**src/hw/reset_cause_params.svh**
```systemverilog
// What this block does
// - power-on and brown-out load several flags; any other reset updates only the flag of its own cause, others keep value
// - apart from power-on and brown-out, hardware never returns a flag to inactive; software does that
// - software may write flags active; stored, readable, no reset caused
// - bit 7 stack overflow flag, set by hardware, zero after power-on/brown-out
// - bit 6 stack underflow flag, set by hardware, zero after power-on/brown-out
// - bit 5 unimplemented, reads zero, writes ignored
// - bit 4 watchdog flag, active low, cleared on watchdog reset
// - bit 3 external pin flag, active low, cleared on pin reset
// - bit 2 reset instruction flag, active low, cleared on instruction reset
// - bit 1 power-on flag, zero on power-on only, software sets it
// - bit 0 brown-out flag, zero on brown-out, software sets it
// - stack resets set their flags only while stack reset enable is set
`ifndef RESET_CAUSE_PARAMS_SVH
`define RESET_CAUSE_PARAMS_SVH

`define RC_ADDR_FLAGS      12'h000
`define RC_ADDR_IRQ_STATUS 12'h004
`define RC_ADDR_IRQ_MASK   12'h008

`define RC_BIT_OVF   7
`define RC_BIT_UNF   6
`define RC_BIT_GAP   5
`define RC_BIT_WDT   4
`define RC_BIT_PIN   3
`define RC_BIT_INSTR 2
`define RC_BIT_POR   1
`define RC_BIT_BROWNOUT 0

`define RC_IMPL_MASK    8'hdf
`define RC_FLAGS_RESET  8'h1c
`define RC_STATUS_RESET 8'h00
`define RC_MASK_RESET   8'h00

`endif

```
**src/hw/reset_cause_pkg.sv**
```systemverilog
package reset_cause_pkg;

   typedef struct packed {
      logic por;
      logic brownout;
      logic instr;
      logic wdt;
      logic stk_ovf;
      logic stk_unf;
   } reset_events_t;

   typedef enum logic [1:0] {
      bus_idle   = 2'b01,
      bus_answer = 2'b10
   } bus_state_t;

   typedef struct packed {
      bus_state_t  bus;
      logic [7:0]  flags;
      logic [7:0]  irq_status;
      logic [7:0]  irq_mask;
      logic        irq;
      logic [31:0] prdata;
      logic        pready;
      logic        pslverr;
   } block_state_t;

   typedef struct packed {
      logic meta;
      logic level;
      logic last;
      logic pulse;
   } pin_sync_t;

endpackage

```
**src/hw/reset_cause_flag_register.sv**
```systemverilog
`timescale 1ns/1ns
`include "reset_cause_params.svh"
module reset_cause_flag_register (
   input  wire logic                          pclk,
   input  wire logic                          presetn,
   input  wire logic                          psel,
   input  wire logic                          penable,
   input  wire logic                          pwrite,
   input  wire logic [11:0]                   paddr,
   input  wire logic [31:0]                   pwdata,
   output logic      [31:0]                   prdata,
   output logic                               pready,
   output logic                               pslverr,
   input  wire reset_cause_pkg::reset_events_t reset_events,
   input  wire logic                          external_reset_pin_n,
   input  wire logic                          stack_reset_enable,
   output logic      [7:0]                    reset_cause_flags,
   output logic                               irq
);

   reset_cause_pkg::block_state_t  s;
   reset_cause_pkg::block_state_t  next_s;
   reset_cause_pkg::reset_events_t ev;
   logic                           pin_event;
   logic [2:0]                     wr_sel;
   logic [2:0]                     rd_sel;
   logic                           wr_take;
   logic [7:0]                     set_vec;

   // one-hot select: bit 0 flags, bit 1 irq status, bit 2 irq mask
   function automatic logic [2:0] decode(input logic [11:0] addr);
      logic [2:0] sel;
      sel = 3'h0;
      case (addr)
         `RC_ADDR_FLAGS: begin
            sel = 3'h1;
         end
         `RC_ADDR_IRQ_STATUS: begin
            sel = 3'h2;
         end
         `RC_ADDR_IRQ_MASK: begin
            sel = 3'h4;
         end
         default: begin
            sel = 3'h0;
         end
      endcase
      return sel;
   endfunction

   reset_pin_sync u_pin_sync (
      .pclk                 (pclk),
      .presetn              (presetn),
      .external_reset_pin_n (external_reset_pin_n),
      .asserted             (pin_event)
   );

   // stack events only count while stack resets are enabled
   always_comb begin
      ev         = reset_events;
      ev.stk_ovf = reset_events.stk_ovf & stack_reset_enable;
      ev.stk_unf = reset_events.stk_unf & stack_reset_enable;
   end

   // event vector in the same layout as the flag register
   always_comb begin
      set_vec                = 8'h00;
      set_vec[`RC_BIT_OVF]   = ev.stk_ovf;
      set_vec[`RC_BIT_UNF]   = ev.stk_unf;
      set_vec[`RC_BIT_WDT]   = ev.wdt;
      set_vec[`RC_BIT_PIN]   = pin_event;
      set_vec[`RC_BIT_INSTR] = ev.instr;
      set_vec[`RC_BIT_POR]   = ev.por;
      set_vec[`RC_BIT_BROWNOUT] = ev.brownout;
   end

   assign wr_sel  = decode(paddr);
   assign rd_sel  = wr_sel;
   // a write lands only at the access edge with pready high
   assign wr_take = psel & penable & pwrite & s.pready
                    & (s.bus == reset_cause_pkg::bus_answer);

   always_comb begin
      next_s = s;

      // software write first; hardware below overrides it
      if (wr_take && wr_sel[0]) begin
         next_s.flags = pwdata[7:0] & `RC_IMPL_MASK;
      end

      if (ev.por) begin
         next_s.flags = `RC_FLAGS_RESET;
      end else if (ev.brownout) begin
         // power-on bit is left alone by a brown-out
         next_s.flags[`RC_BIT_OVF]   = 1'b0;
         next_s.flags[`RC_BIT_UNF]   = 1'b0;
         next_s.flags[`RC_BIT_WDT]   = 1'b1;
         next_s.flags[`RC_BIT_PIN]   = 1'b1;
         next_s.flags[`RC_BIT_INSTR] = 1'b1;
         next_s.flags[`RC_BIT_BROWNOUT] = 1'b0;
      end else begin
         // only the bit of each cause moves; all else stays
         if (ev.wdt) begin
            next_s.flags[`RC_BIT_WDT] = 1'b0;
         end
         if (pin_event) begin
            next_s.flags[`RC_BIT_PIN] = 1'b0;
         end
         if (ev.instr) begin
            next_s.flags[`RC_BIT_INSTR] = 1'b0;
         end
         if (ev.stk_ovf) begin
            next_s.flags[`RC_BIT_OVF] = 1'b1;
         end
         if (ev.stk_unf) begin
            next_s.flags[`RC_BIT_UNF] = 1'b1;
         end
      end

      // write-one-to-clear; a set in the same cycle wins
      if (wr_take && wr_sel[1]) begin
         next_s.irq_status = s.irq_status & ~pwdata[7:0];
      end
      next_s.irq_status = (next_s.irq_status | set_vec) & `RC_IMPL_MASK;

      if (wr_take && wr_sel[2]) begin
         next_s.irq_mask = pwdata[7:0] & `RC_IMPL_MASK;
      end

      next_s.irq = |(next_s.irq_status & next_s.irq_mask);

      // read data is captured in the setup cycle, answered one cycle later
      case (s.bus)
         reset_cause_pkg::bus_idle: begin
            next_s.pready  = 1'b0;
            next_s.pslverr = 1'b0;
            if (psel && !penable) begin
               next_s.bus     = reset_cause_pkg::bus_answer;
               next_s.pready  = 1'b1;
               next_s.pslverr = ~|rd_sel;
               next_s.prdata  = 32'h0000_0000;
               if (!pwrite) begin
                  case (rd_sel)
                     3'h1: begin
                        next_s.prdata[7:0] = s.flags;
                     end
                     3'h2: begin
                        next_s.prdata[7:0] = s.irq_status;
                     end
                     3'h4: begin
                        next_s.prdata[7:0] = s.irq_mask;
                     end
                     default: begin
                        next_s.prdata = 32'h0000_0000;
                     end
                  endcase
               end
            end
         end
         reset_cause_pkg::bus_answer: begin
            // an abandoned transfer also returns to idle
            if (!psel || penable) begin
               next_s.bus     = reset_cause_pkg::bus_idle;
               next_s.pready  = 1'b0;
               next_s.pslverr = 1'b0;
               next_s.prdata  = 32'h0000_0000;
            end
         end
         default: begin
            next_s.bus     = reset_cause_pkg::bus_idle;
            next_s.pready  = 1'b0;
            next_s.pslverr = 1'b0;
         end
      endcase
   end

   // presetn stands for power-on: flags come up as after a power-on reset
   always_ff @(posedge pclk or negedge presetn) begin
      if (!presetn) begin
         s.bus        <= reset_cause_pkg::bus_idle;
         s.flags      <= `RC_FLAGS_RESET;
         s.irq_status <= `RC_STATUS_RESET;
         s.irq_mask   <= `RC_MASK_RESET;
         s.irq        <= 1'b0;
         s.prdata     <= 32'h0000_0000;
         s.pready     <= 1'b0;
         s.pslverr    <= 1'b0;
      end else begin
         s <= next_s;
      end
   end

   assign prdata            = s.prdata;
   assign pready            = s.pready;
   assign pslverr           = s.pslverr;
   assign reset_cause_flags = s.flags;
   assign irq               = s.irq;

   logic hw_quiet;
   logic flag_write;

   assign hw_quiet   = ~|set_vec;
   assign flag_write = wr_take & wr_sel[0];
endmodule

```
**src/hw/reset_pin_sync.sv**
```systemverilog
`timescale 1ns/1ns
module reset_pin_sync (
   input  wire logic pclk,
   input  wire logic presetn,
   input  wire logic external_reset_pin_n,
   output logic      asserted
);

   reset_cause_pkg::pin_sync_t s;
   reset_cause_pkg::pin_sync_t next_s;

   // edge detect compares the second stage with the third, never looks at meta
   always_comb begin
      next_s       = s;
      next_s.meta  = external_reset_pin_n;
      next_s.level = s.meta;
      next_s.last  = s.level;
      next_s.pulse = s.last & ~s.level;
   end

   always_ff @(posedge pclk or negedge presetn) begin
      if (!presetn) begin
         s <= '{meta: 1'b1, level: 1'b1, last: 1'b1, pulse: 1'b0};
      end else begin
         s <= next_s;
      end
   end

   assign asserted = s.pulse;

endmodule

```
**config.mk**
```make
export PLATFORM = sky130hd
export DESIGN_NAME = reset_cause_flag_register
export DESIGN_NICKNAME = d
export VERILOG_FILES = /design/src/hw/reset_cause_pkg.sv /design/src/hw/reset_cause_flag_register.sv /design/src/hw/reset_pin_sync.sv
export VERILOG_INCLUDE_DIRS = /design/src /design/src/hw
export SDC_FILE = /design/constraint.sdc
export NUM_CORES = 1
export LEC_CHECK = 0
export ABC_AREA = 1
export BUFFER_PORTS_ARGS = -buffer_cell sky130_fd_sc_hd__buf_4
export CORE_MARGIN = 2
export CORE_UTILIZATION = 43
export CTS_CLUSTER_SIZE = 8
export DETAILED_ROUTE_END_ITERATION = 10
export GPL_TIMING_DRIVEN = 0
export PLACE_DENSITY_LB_ADDON = 0.25
export SKIP_LAST_GASP = 1
export SLEW_MARGIN = 10
export SYNTH_ARGS = -nofsm -noshare
export SYNTH_HDL_FRONTEND = slang
export SYNTH_SLANG_ARGS = --single-unit
```
**constraint.sdc**
```tcl
create_clock -name pclk -period 1.3 [get_ports pclk]
set_input_delay 0.065 -clock pclk [delete_from_list [all_inputs] [get_ports pclk]]
set_output_delay 0.065 -clock pclk [all_outputs]
set_load 0.01 [all_outputs]
```
* Word-level counts from Yosys, hierarchy flattened
Index checks and enable logic that the tools add are counted.
** Storage, ports and cells
- Output and inout bits :: 43
- Register bits :: 64
** Cells by class
- Muxes and demuxes :: 26
- Equality and inequality tests :: 9
- Bitwise gates (word level) :: 12
- Reduce and logical (&&, ||, !) cells :: 21
** Operators with widths (number)
- $mux W34 :: 2
- $pmux W32 S2 :: 1
- $mux W8 :: 4
- $pmux W8 S3 :: 1
- $reduce_bool A4 Y1 :: 5
- $and A8 B8 Y8 :: 2
- $eq A12 B3 Y1 const B :: 1
- $eq A12 B4 Y1 const B :: 1
- $logic_not A12 Y1 :: 1
- $mux W1 :: 9
- $pmux W3 S3 :: 1
- $mux W2 :: 4
- $not A8 Y8 :: 1
- $or A8 B8 Y8 :: 1
- $pmux W2 S2 :: 2
- $reduce_or A8 Y1 :: 1
- $and A1 B1 Y1 :: 7
- $mux W3 :: 2
- $logic_and A1 B1 Y1 :: 4
- $reduce_bool A2 Y1 :: 2
- $eq A3 B1 Y1 const B :: 1
- $eq A3 B2 Y1 const B :: 1
- $eq A3 B3 Y1 const B :: 1
- $logic_not A1 Y1 :: 3
- other kinds (10) :: 10

* Logic depth before layout (Yosys ltp)
Gate-level depths: netlist of the first run.
- Depth after elaboration :: 9
- Mapped depth :: 12
- Gate-level depth less buffers :: 12

* Hierarchy
From an unflattened synthesis of the first run, not the netlist that was laid out.
** Unflattened totals
- Cells, all modules :: 273
- Area, all modules :: 2152.1 µm²
** By module, submodules not included
- reset_cause_flag_register :: times used 1, cells an instance 267, area an instance 2038.2 µm²
- reset_pin_sync :: times used 1, cells an instance 6, area an instance 113.9 µm²

* Worst setup path after synthesis of the first run
Ideal clock, no wire load.
- Kind :: reg-to-reg
- Start :: register pready (netlist name)
- End :: register irq (netlist name)
- Data required time :: 1.181 ns
- Stages on the path, launching flop included :: 10
- Clock period less this slack :: 1.367 ns
- Buffers on the path :: 0
- Setup time :: 0.119 ns
- Path slack :: -0.067 ns
- Data arrival time :: 1.248 ns
- Cells stage by stage :: dfrtp_1 nand2_1 inv_2 nand2_4 nor2_8 nand3_4 o21ai_1 a21oi_2 nor2_1 nand2_1

==> out/results.ini, run 1 <==
[run_status]
status = finished, violations left
violations = negative setup slack

[layout]
syn_to_final_growth_pct = 38.14
utilization = 0.6117
final_cell_mix = buf_4, nand2_1, dfrtp_1
layout.nets = 417
antennaDiodeCount = 0
final_common_cell = buf_4
stdcell_area_sq_um = 3104
drive_above_1_share = 0.4875

[power_and_ir_drop]
power.leakage_nw = 1.697
p_per_area_nw_per_um2 = 833.4
pwr-share-seq = 0.461
p_clk_frac = 0.401
ir_drop_mv = 0.5145
switching_power_w = 0.0006567
finalPower_w = 0.002587
internal_power_w = 0.001930
combPwrFrac = 0.139
switching_share = 0.2538

[grt]
grt_pass1_wl_mm = 8.480
grt_start_max_net_pins = 38
grt_pass1_vias = 1843
grt_overflow = 0
antenna_found_initial = 0
grtUsageTotal = 0.1826

[drt]
first_iter_violations = 88
wirelength_mm = 5.108
num_vias = 1932
post_drt_wl_per_cell_um = 11.85
postRouteAntennaNets = 0
vias_per_cell = 4.483
drc = 0
drtPass1Iterations = 4

[logic_synthesis]
synthArstFlopShare = 1.000
synthFlopType = dfrtp_1
ys_ff_latch = 37
synth_cells = 266
synth_edf_count = 0
ys_seq_area_frac = 0.4159
yosys.area.top_type = dfrtp_1
syn_avg_cell_area_sq_um = 8.448
ys_types = 28
yosys-top-cells-area = dfrtp_1, buf_4, nand2_1
syn-cell-area_sq_um = 2247
yosys_warnings = 0
synth_top_area_frac = 0.3341

[critical_path]
required_ns = 1.50
r2r-start = s[59]$_DFFE_PN1P_
start_kind = register
setup.worst_path.end_class = register
cp_data_arrival_time_ns = 1.67
path_max_fanout = 7
crit_start = s[59]$_DFFE_PN1P_
criticalPathCategory = register to register

[place]
pre_cts_ws_ns = -0.2438
dpl-instance-area_sq_um = 2793
place_congestion = 0.8345
dpl.hpwl_mm = 3.669
numPortBuffers = 48

[clock_tree]
cts_tree = yes
numCtsBuffers = 5
h-tree-depth = 2
cts.sinks = 37
clk_latency_ns = 0.30
cts_buffer_depth = 2
cts-root-buf = clkbuf_8
path_clk_slew_ns = 0.08

[sta]
fmax_ghz = 0.6763
rsz0062_at_grt = true
setup_ws_ns = -0.1786
slew_violations = 0
finalCritPeriodShare = 1.137
finalHoldViolCount = 0
skew_ns = 0.005259
period_needed_ns = 1.479
setup_viol = 7

[die]
die_h_um = 76.29
start_util = 0.4428
die_area_sq_um = 5820
core.rowCount = 26
coreArea_sq_um = 5075
num_io_pins = 100
fp.dieW_um = 76.29

[hold_path]
hold_path.startpoint = pwdata[1]
hold_class = input port to register

[job]
maxCapViolCount = 0

## registers in the layout, indices dropped and copies added (netlist names)
name,flops
pslverr,1
s,16
pready,1
irq,1
u_pin_sync.s,1
u_pin_sync.asserted,1
reset_cause_flags,7
prdata,7
u_pin_sync.next_s,2
## path summary, 6_finish.rpt
kind,end,slack [ns],cells after the start
worst max-delay path,irq$_DFF_PN0_,-0.18,11
worst min-delay path,s[36]$_DFF_PN0_,0.01,3
worst max register to register,irq$_DFF_PN0_,-0.18,11
worst min register to register,u_pin_sync.next_s[1]$_DFF_PN1_,0.36,0
max in group asynchronous,s[59]$_DFFE_PN1P_,0.69,2
min in group asynchronous,irq$_DFF_PN0_,0.26,2
## final cells by class
class | count | area (sq um)
plain buffers | 41 | 311.5
clock buffers | 5 | 68.82
clock inverters | 3 | 46.29
fillers | 492 | 1971
inverters | 30 | 118.9
multi-input cells | 184 | 1062
flip-flops and latches | 37 | 934.6
well taps | 70 | 87.58
repair buffers | 61 | 474.2
## per-layer routing
metal / vias to the layer above / part of all wire / wire [um] / track usage
met5: - / 0 / 0 / 0
met4: 0 / 0.014 / 69 / 0.06364
met3: 5 / 0.061 / 313 / 0.04621
met2: 58 / 0.51 / 2620 / 0.3168
met1: 909 / 0.41 / 2104 / 0.2195
li1: 960 / - / - / -
## repair_timing
action	CTS	global route
hold buffers	5	0
cloned	1	0
pin swaps	9	9
buffers inserted	6	2
hold endpoints to repair	34	0
gates resized for setup	7	17
setup endpoints to repair	7	19
## power groups by stage
stage / Sequential [W] / Combinational, W / Clock [W]
after global placement: 0.00121 / 0.000319 / 0
after global routing: 0.00119 / 0.000393 / 0.00111
final: 0.00119 / 0.000359 / 0.00104
after detailed placement: 0.00121 / 0.000324 / 0
after floorplan: 0.00121 / 0.000184 / 0
after CTS: 0.00119 / 0.000351 / 0.00105
## critical path, stage by stage, from the launching register on
cell	delay [ns]
dfstp_2	0.53
inv_2	0.04
nand2_4	0.08
nor2_8	0.07
nand3_4	0.11
clkinv_4	0.11
nand2_2	0.08
nand2_2	0.06
nand2_2	0.05
nand2_1	0.05
nor2_2	0.11
nand2_1	0.07
## metrics by stage
stage	setup TNS (ns)	std cells	hold WS (ns)
after global routing	-1.577	431	0.006965
final	-0.4218	431	0.01153
after detailed placement	-0.7933	409	0.05497
after CTS	-0.5785	429	0.002715
after floorplan	-0.06468	291	-0.2306
after global placement	-0.5996	409	0.05090
## cells by family after synthesis
group | share of synthesized area
other cells | 0.001669
flops | 0.4159
compound gates | 0.07573
buf+inv | 0.1915
simple gates | 0.3151
## Yosys cell counts (2+ instances only)
cell / number
a21oi_1: 10
a22o_1: 3
a31oi_1: 2
buf_4: 40
dfrtp_1: 30
dfstp_2: 7
inv_1: 20
inv_2: 8
nand2_1: 57
nand2_2: 11
nand2_4: 6
nand3_1: 10
nand3_2: 4
nand3_4: 2
nand4_1: 4
nor2_1: 22
nor2_2: 6
nor2_4: 2
nor2_8: 3
o21ai_0: 4
o21ai_1: 8
Note: power is estimated with default switching activity, not from simulation.
==> run 2: changes to the inputs <==
==> constraint.sdc (replaced) <==
create_clock -name pclk -period 1.3 [get_ports pclk]
set_input_delay 0.13 -clock pclk [delete_from_list [all_inputs] [get_ports pclk]]
set_output_delay 0.13 -clock pclk [all_outputs]
set_load 0.01 [all_outputs]
==> run 2 against run 1 <==
Against the previous run: the run still ends with negative setup slack left; worst hold slack better by 0.031 ns; worst setup slack better by 0.00051 ns; clock-buffer cell count unchanged; highest routed layer unchanged; cell count down 0.70%.
==> out/results.ini, run 2 (same netlist as run 1, synthesis figures left out) <==
[critical_path]
r2r_cells = 11  ; unchanged
required_ns = 1.50  ; about the same
cp_common_cell = nand2_2
path_max_fanout = 7  ; unchanged
criticalPathCategory = register to register
cpMaxStageDelayCell = dfstp_2
crit-reg2reg-capture = irq$_DFF_PN0_
cp_cell_sequence = inv_2 -> nand2_4 -> nor2_8 -> nand3_4 -> clkinv_4 -> nand2_2 -> nand2_2 -> nand2_2 -> nand2_1 -> nor2_2 -> nand2_1
setup.worst_path.end_class = register
cp_data_arrival_time_ns = 1.67  ; about the same
critPathMaxStageDelay_ns = 0.53  ; about the same
r2r-start = s[59]$_DFFE_PN1P_
r2r_setup_slack_ns = -0.18  ; about the same
start_kind = register

[hold_path]
hold_path.startpoint = pwdata[4]
hold_class = input port to register
hold_path_end = s[39]$_DFF_PN0_
hold_path_depth = 3  ; unchanged

[grt]
antenna_found_initial = 0  ; unchanged
grt_overflow = 0  ; unchanged
grt_pass1_wl_mm = 8.480  ; unchanged
grtUsageTotal = 0.1826  ; unchanged
grt_start_max_net_pins = 38  ; unchanged
grt_pass1_vias = 1847  ; +0.22%

[sta]
skew_ns = 0.005251  ; -0.000007570 ns
setup_ws_ns = -0.1781  ; +0.0005050 ns
final.setup.tns_ns = -0.4202  ; +0.001531 ns
finalHoldViolCount = 0  ; unchanged
slew_violations = 0  ; unchanged
setup_viol = 7  ; unchanged
fmax_ghz = 0.6766  ; about the same
period_needed_ns = 1.478  ; -0.0005050 ns
rsz0062_at_grt = true
finalCritPeriodShare = 1.137  ; about the same

[drt]
drc = 0  ; unchanged
top_layer_used = met4
route.met3.wl_um = 310  ; -0.96%
wl_met2_mm = 2.619  ; about the same
drtPass1Iterations = 4  ; unchanged
wirelength_mm = 5.106  ; about the same
wl_met1_mm = 2.105  ; about the same
vias_per_cell = 4.479  ; about the same
first_iter_violations = 74  ; -16%
num_vias = 1917  ; -0.78%
post_drt_wl_per_cell_um = 11.93  ; +0.66%
postRouteAntennaNets = 0  ; unchanged

[run_status]
violations = negative setup slack
status = finished, violations left

[place]
dp_cells = 409  ; unchanged
dpl.hpwl_mm = 3.669  ; unchanged
numPortBuffers = 48  ; unchanged
place_congestion = 0.8345  ; unchanged

[die]
start_util = 0.4428  ; unchanged
core.rowCount = 26  ; unchanged
die_area_sq_um = 5820  ; unchanged
num_io_pins = 100  ; unchanged
fp.dieW_um = 76.29  ; unchanged
die_h_um = 76.29  ; unchanged
coreArea_sq_um = 5075  ; unchanged

[clock_tree]
cts-root-buf = clkbuf_8
path_clk_slew_ns = 0.08  ; about the same
h-tree-depth = 2  ; unchanged
cts.sinks = 37  ; unchanged
clk_latency_ns = 0.30  ; about the same
numCtsBuffers = 5  ; unchanged
cts_buffer_depth = 2  ; unchanged
cts_tree = yes

[layout]
final_common_cell = buf_4
fill_cells = 493  ; +0.20%
layout.nets = 414  ; -0.72%
largest_reg_flops = 16  ; unchanged
antennaDiodeCount = 0  ; unchanged
regMostFlops = s
instances_no_fill = 428  ; -0.70%
drive_above_1_share = 0.4916  ; +0.004085
syn_to_final_growth_pct = 36.80
final_cell_mix = buf_4, nand2_1, dfrtp_1

[power_and_ir_drop]
power.leakage_nw = 1.685  ; -0.74%
ir_drop_mv = 0.5040  ; -2.0%
finalPower_w = 0.002580  ; -0.27%
p_per_area_nw_per_um2 = 839.3  ; +0.71%

[job]
maxCapViolCount = 0  ; unchanged

-- run 2: layout make-up --
cell class	instances	area, sq um	share of cell area
tap	70	87.58	0.02849
sequential	37	934.6	0.3040
inverter	30	118.9	0.03867
buffer	41	311.5	0.1013
clock buffer	5	68.82	0.02239
clock inverter	3	46.29	0.01506
timing repair buffer	58	444.2	0.1445
multi-input combinational	184	1062	0.3455
-- run 2: worst max path at each step --
stage | from | slack [ns] | cells after the start | end
finish | s[59]$_DFFE_PN1P_ | -0.18 | 11 | irq$_DFF_PN0_
global route | s[59]$_DFFE_PN1P_ | -0.28 | 10 | irq$_DFF_PN0_
CTS | s[59]$_DFFE_PN1P_ | -0.19 | 11 | irq$_DFF_PN0_
detailed placement | s[59]$_DFFE_PN1P_ | -0.24 | 11 | irq$_DFF_PN0_
global placement | s[59]$_DFFE_PN1P_ | -0.22 | 11 | irq$_DFF_PN0_
floorplan | pready$_DFFE_PN0P_ | -0.06 | 11 | irq$_DFF_PN0_
-- run 2: worst max-delay path, delay by kind of cell (launching register included) --
family / cells / cell delay, ns
buf+inv: 2 / 0.15
flops: 1 / 0.53
simple gates: 9 / 0.68
-- run 2: routing by layer --
| layer | vias to the layer above | GRT usage |
|---|---|---|
| met5 | - | 0 |
| li1 | 954 | - |
| met1 | 900 | 0.2195 |
| met2 | 58 | 0.3168 |
| met3 | 5 | 0.04621 |
| met4 | 0 | 0.06364 |
-- run 2: stage by stage --
step	hold WS (ns)	setup slack (ns)	util	area (sq um)
2_1_floorplan	-0.1656	-0.06468	-	2345
6_report	0.04251	-0.1781	0.6058	3074
3_5_place_dp	0.1200	-0.2438	0.5503	2793
5_1_grt	0.03677	-0.2797	0.6058	3074
3_3_place_gp	0.1159	-0.2221	0.5503	2793
4_1_cts	0.03874	-0.1862	0.5929	3009
-- run 2: report_power, final --
group	switching [W]	leakage, nW	internal [W]	total, W
clock	0.000462	0.0543	0.000574	0.00104
combinational	0.000181	1.19	0.000171	0.000352
sequential	0.0000129	0.442	0.00118	0.00119
total	0.000656	1.68	0.00192	0.00258
-- run 2: timing repair --
action / in CTS / in global routing
cloned: 1 / 0
setup endpoints to repair: 7 / 19
buffers inserted: 6 / 2
hold endpoints to repair: 31 / 0
hold buffers: 2 / 0
pin swaps: 9 / 9
resized for setup: 7 / 17
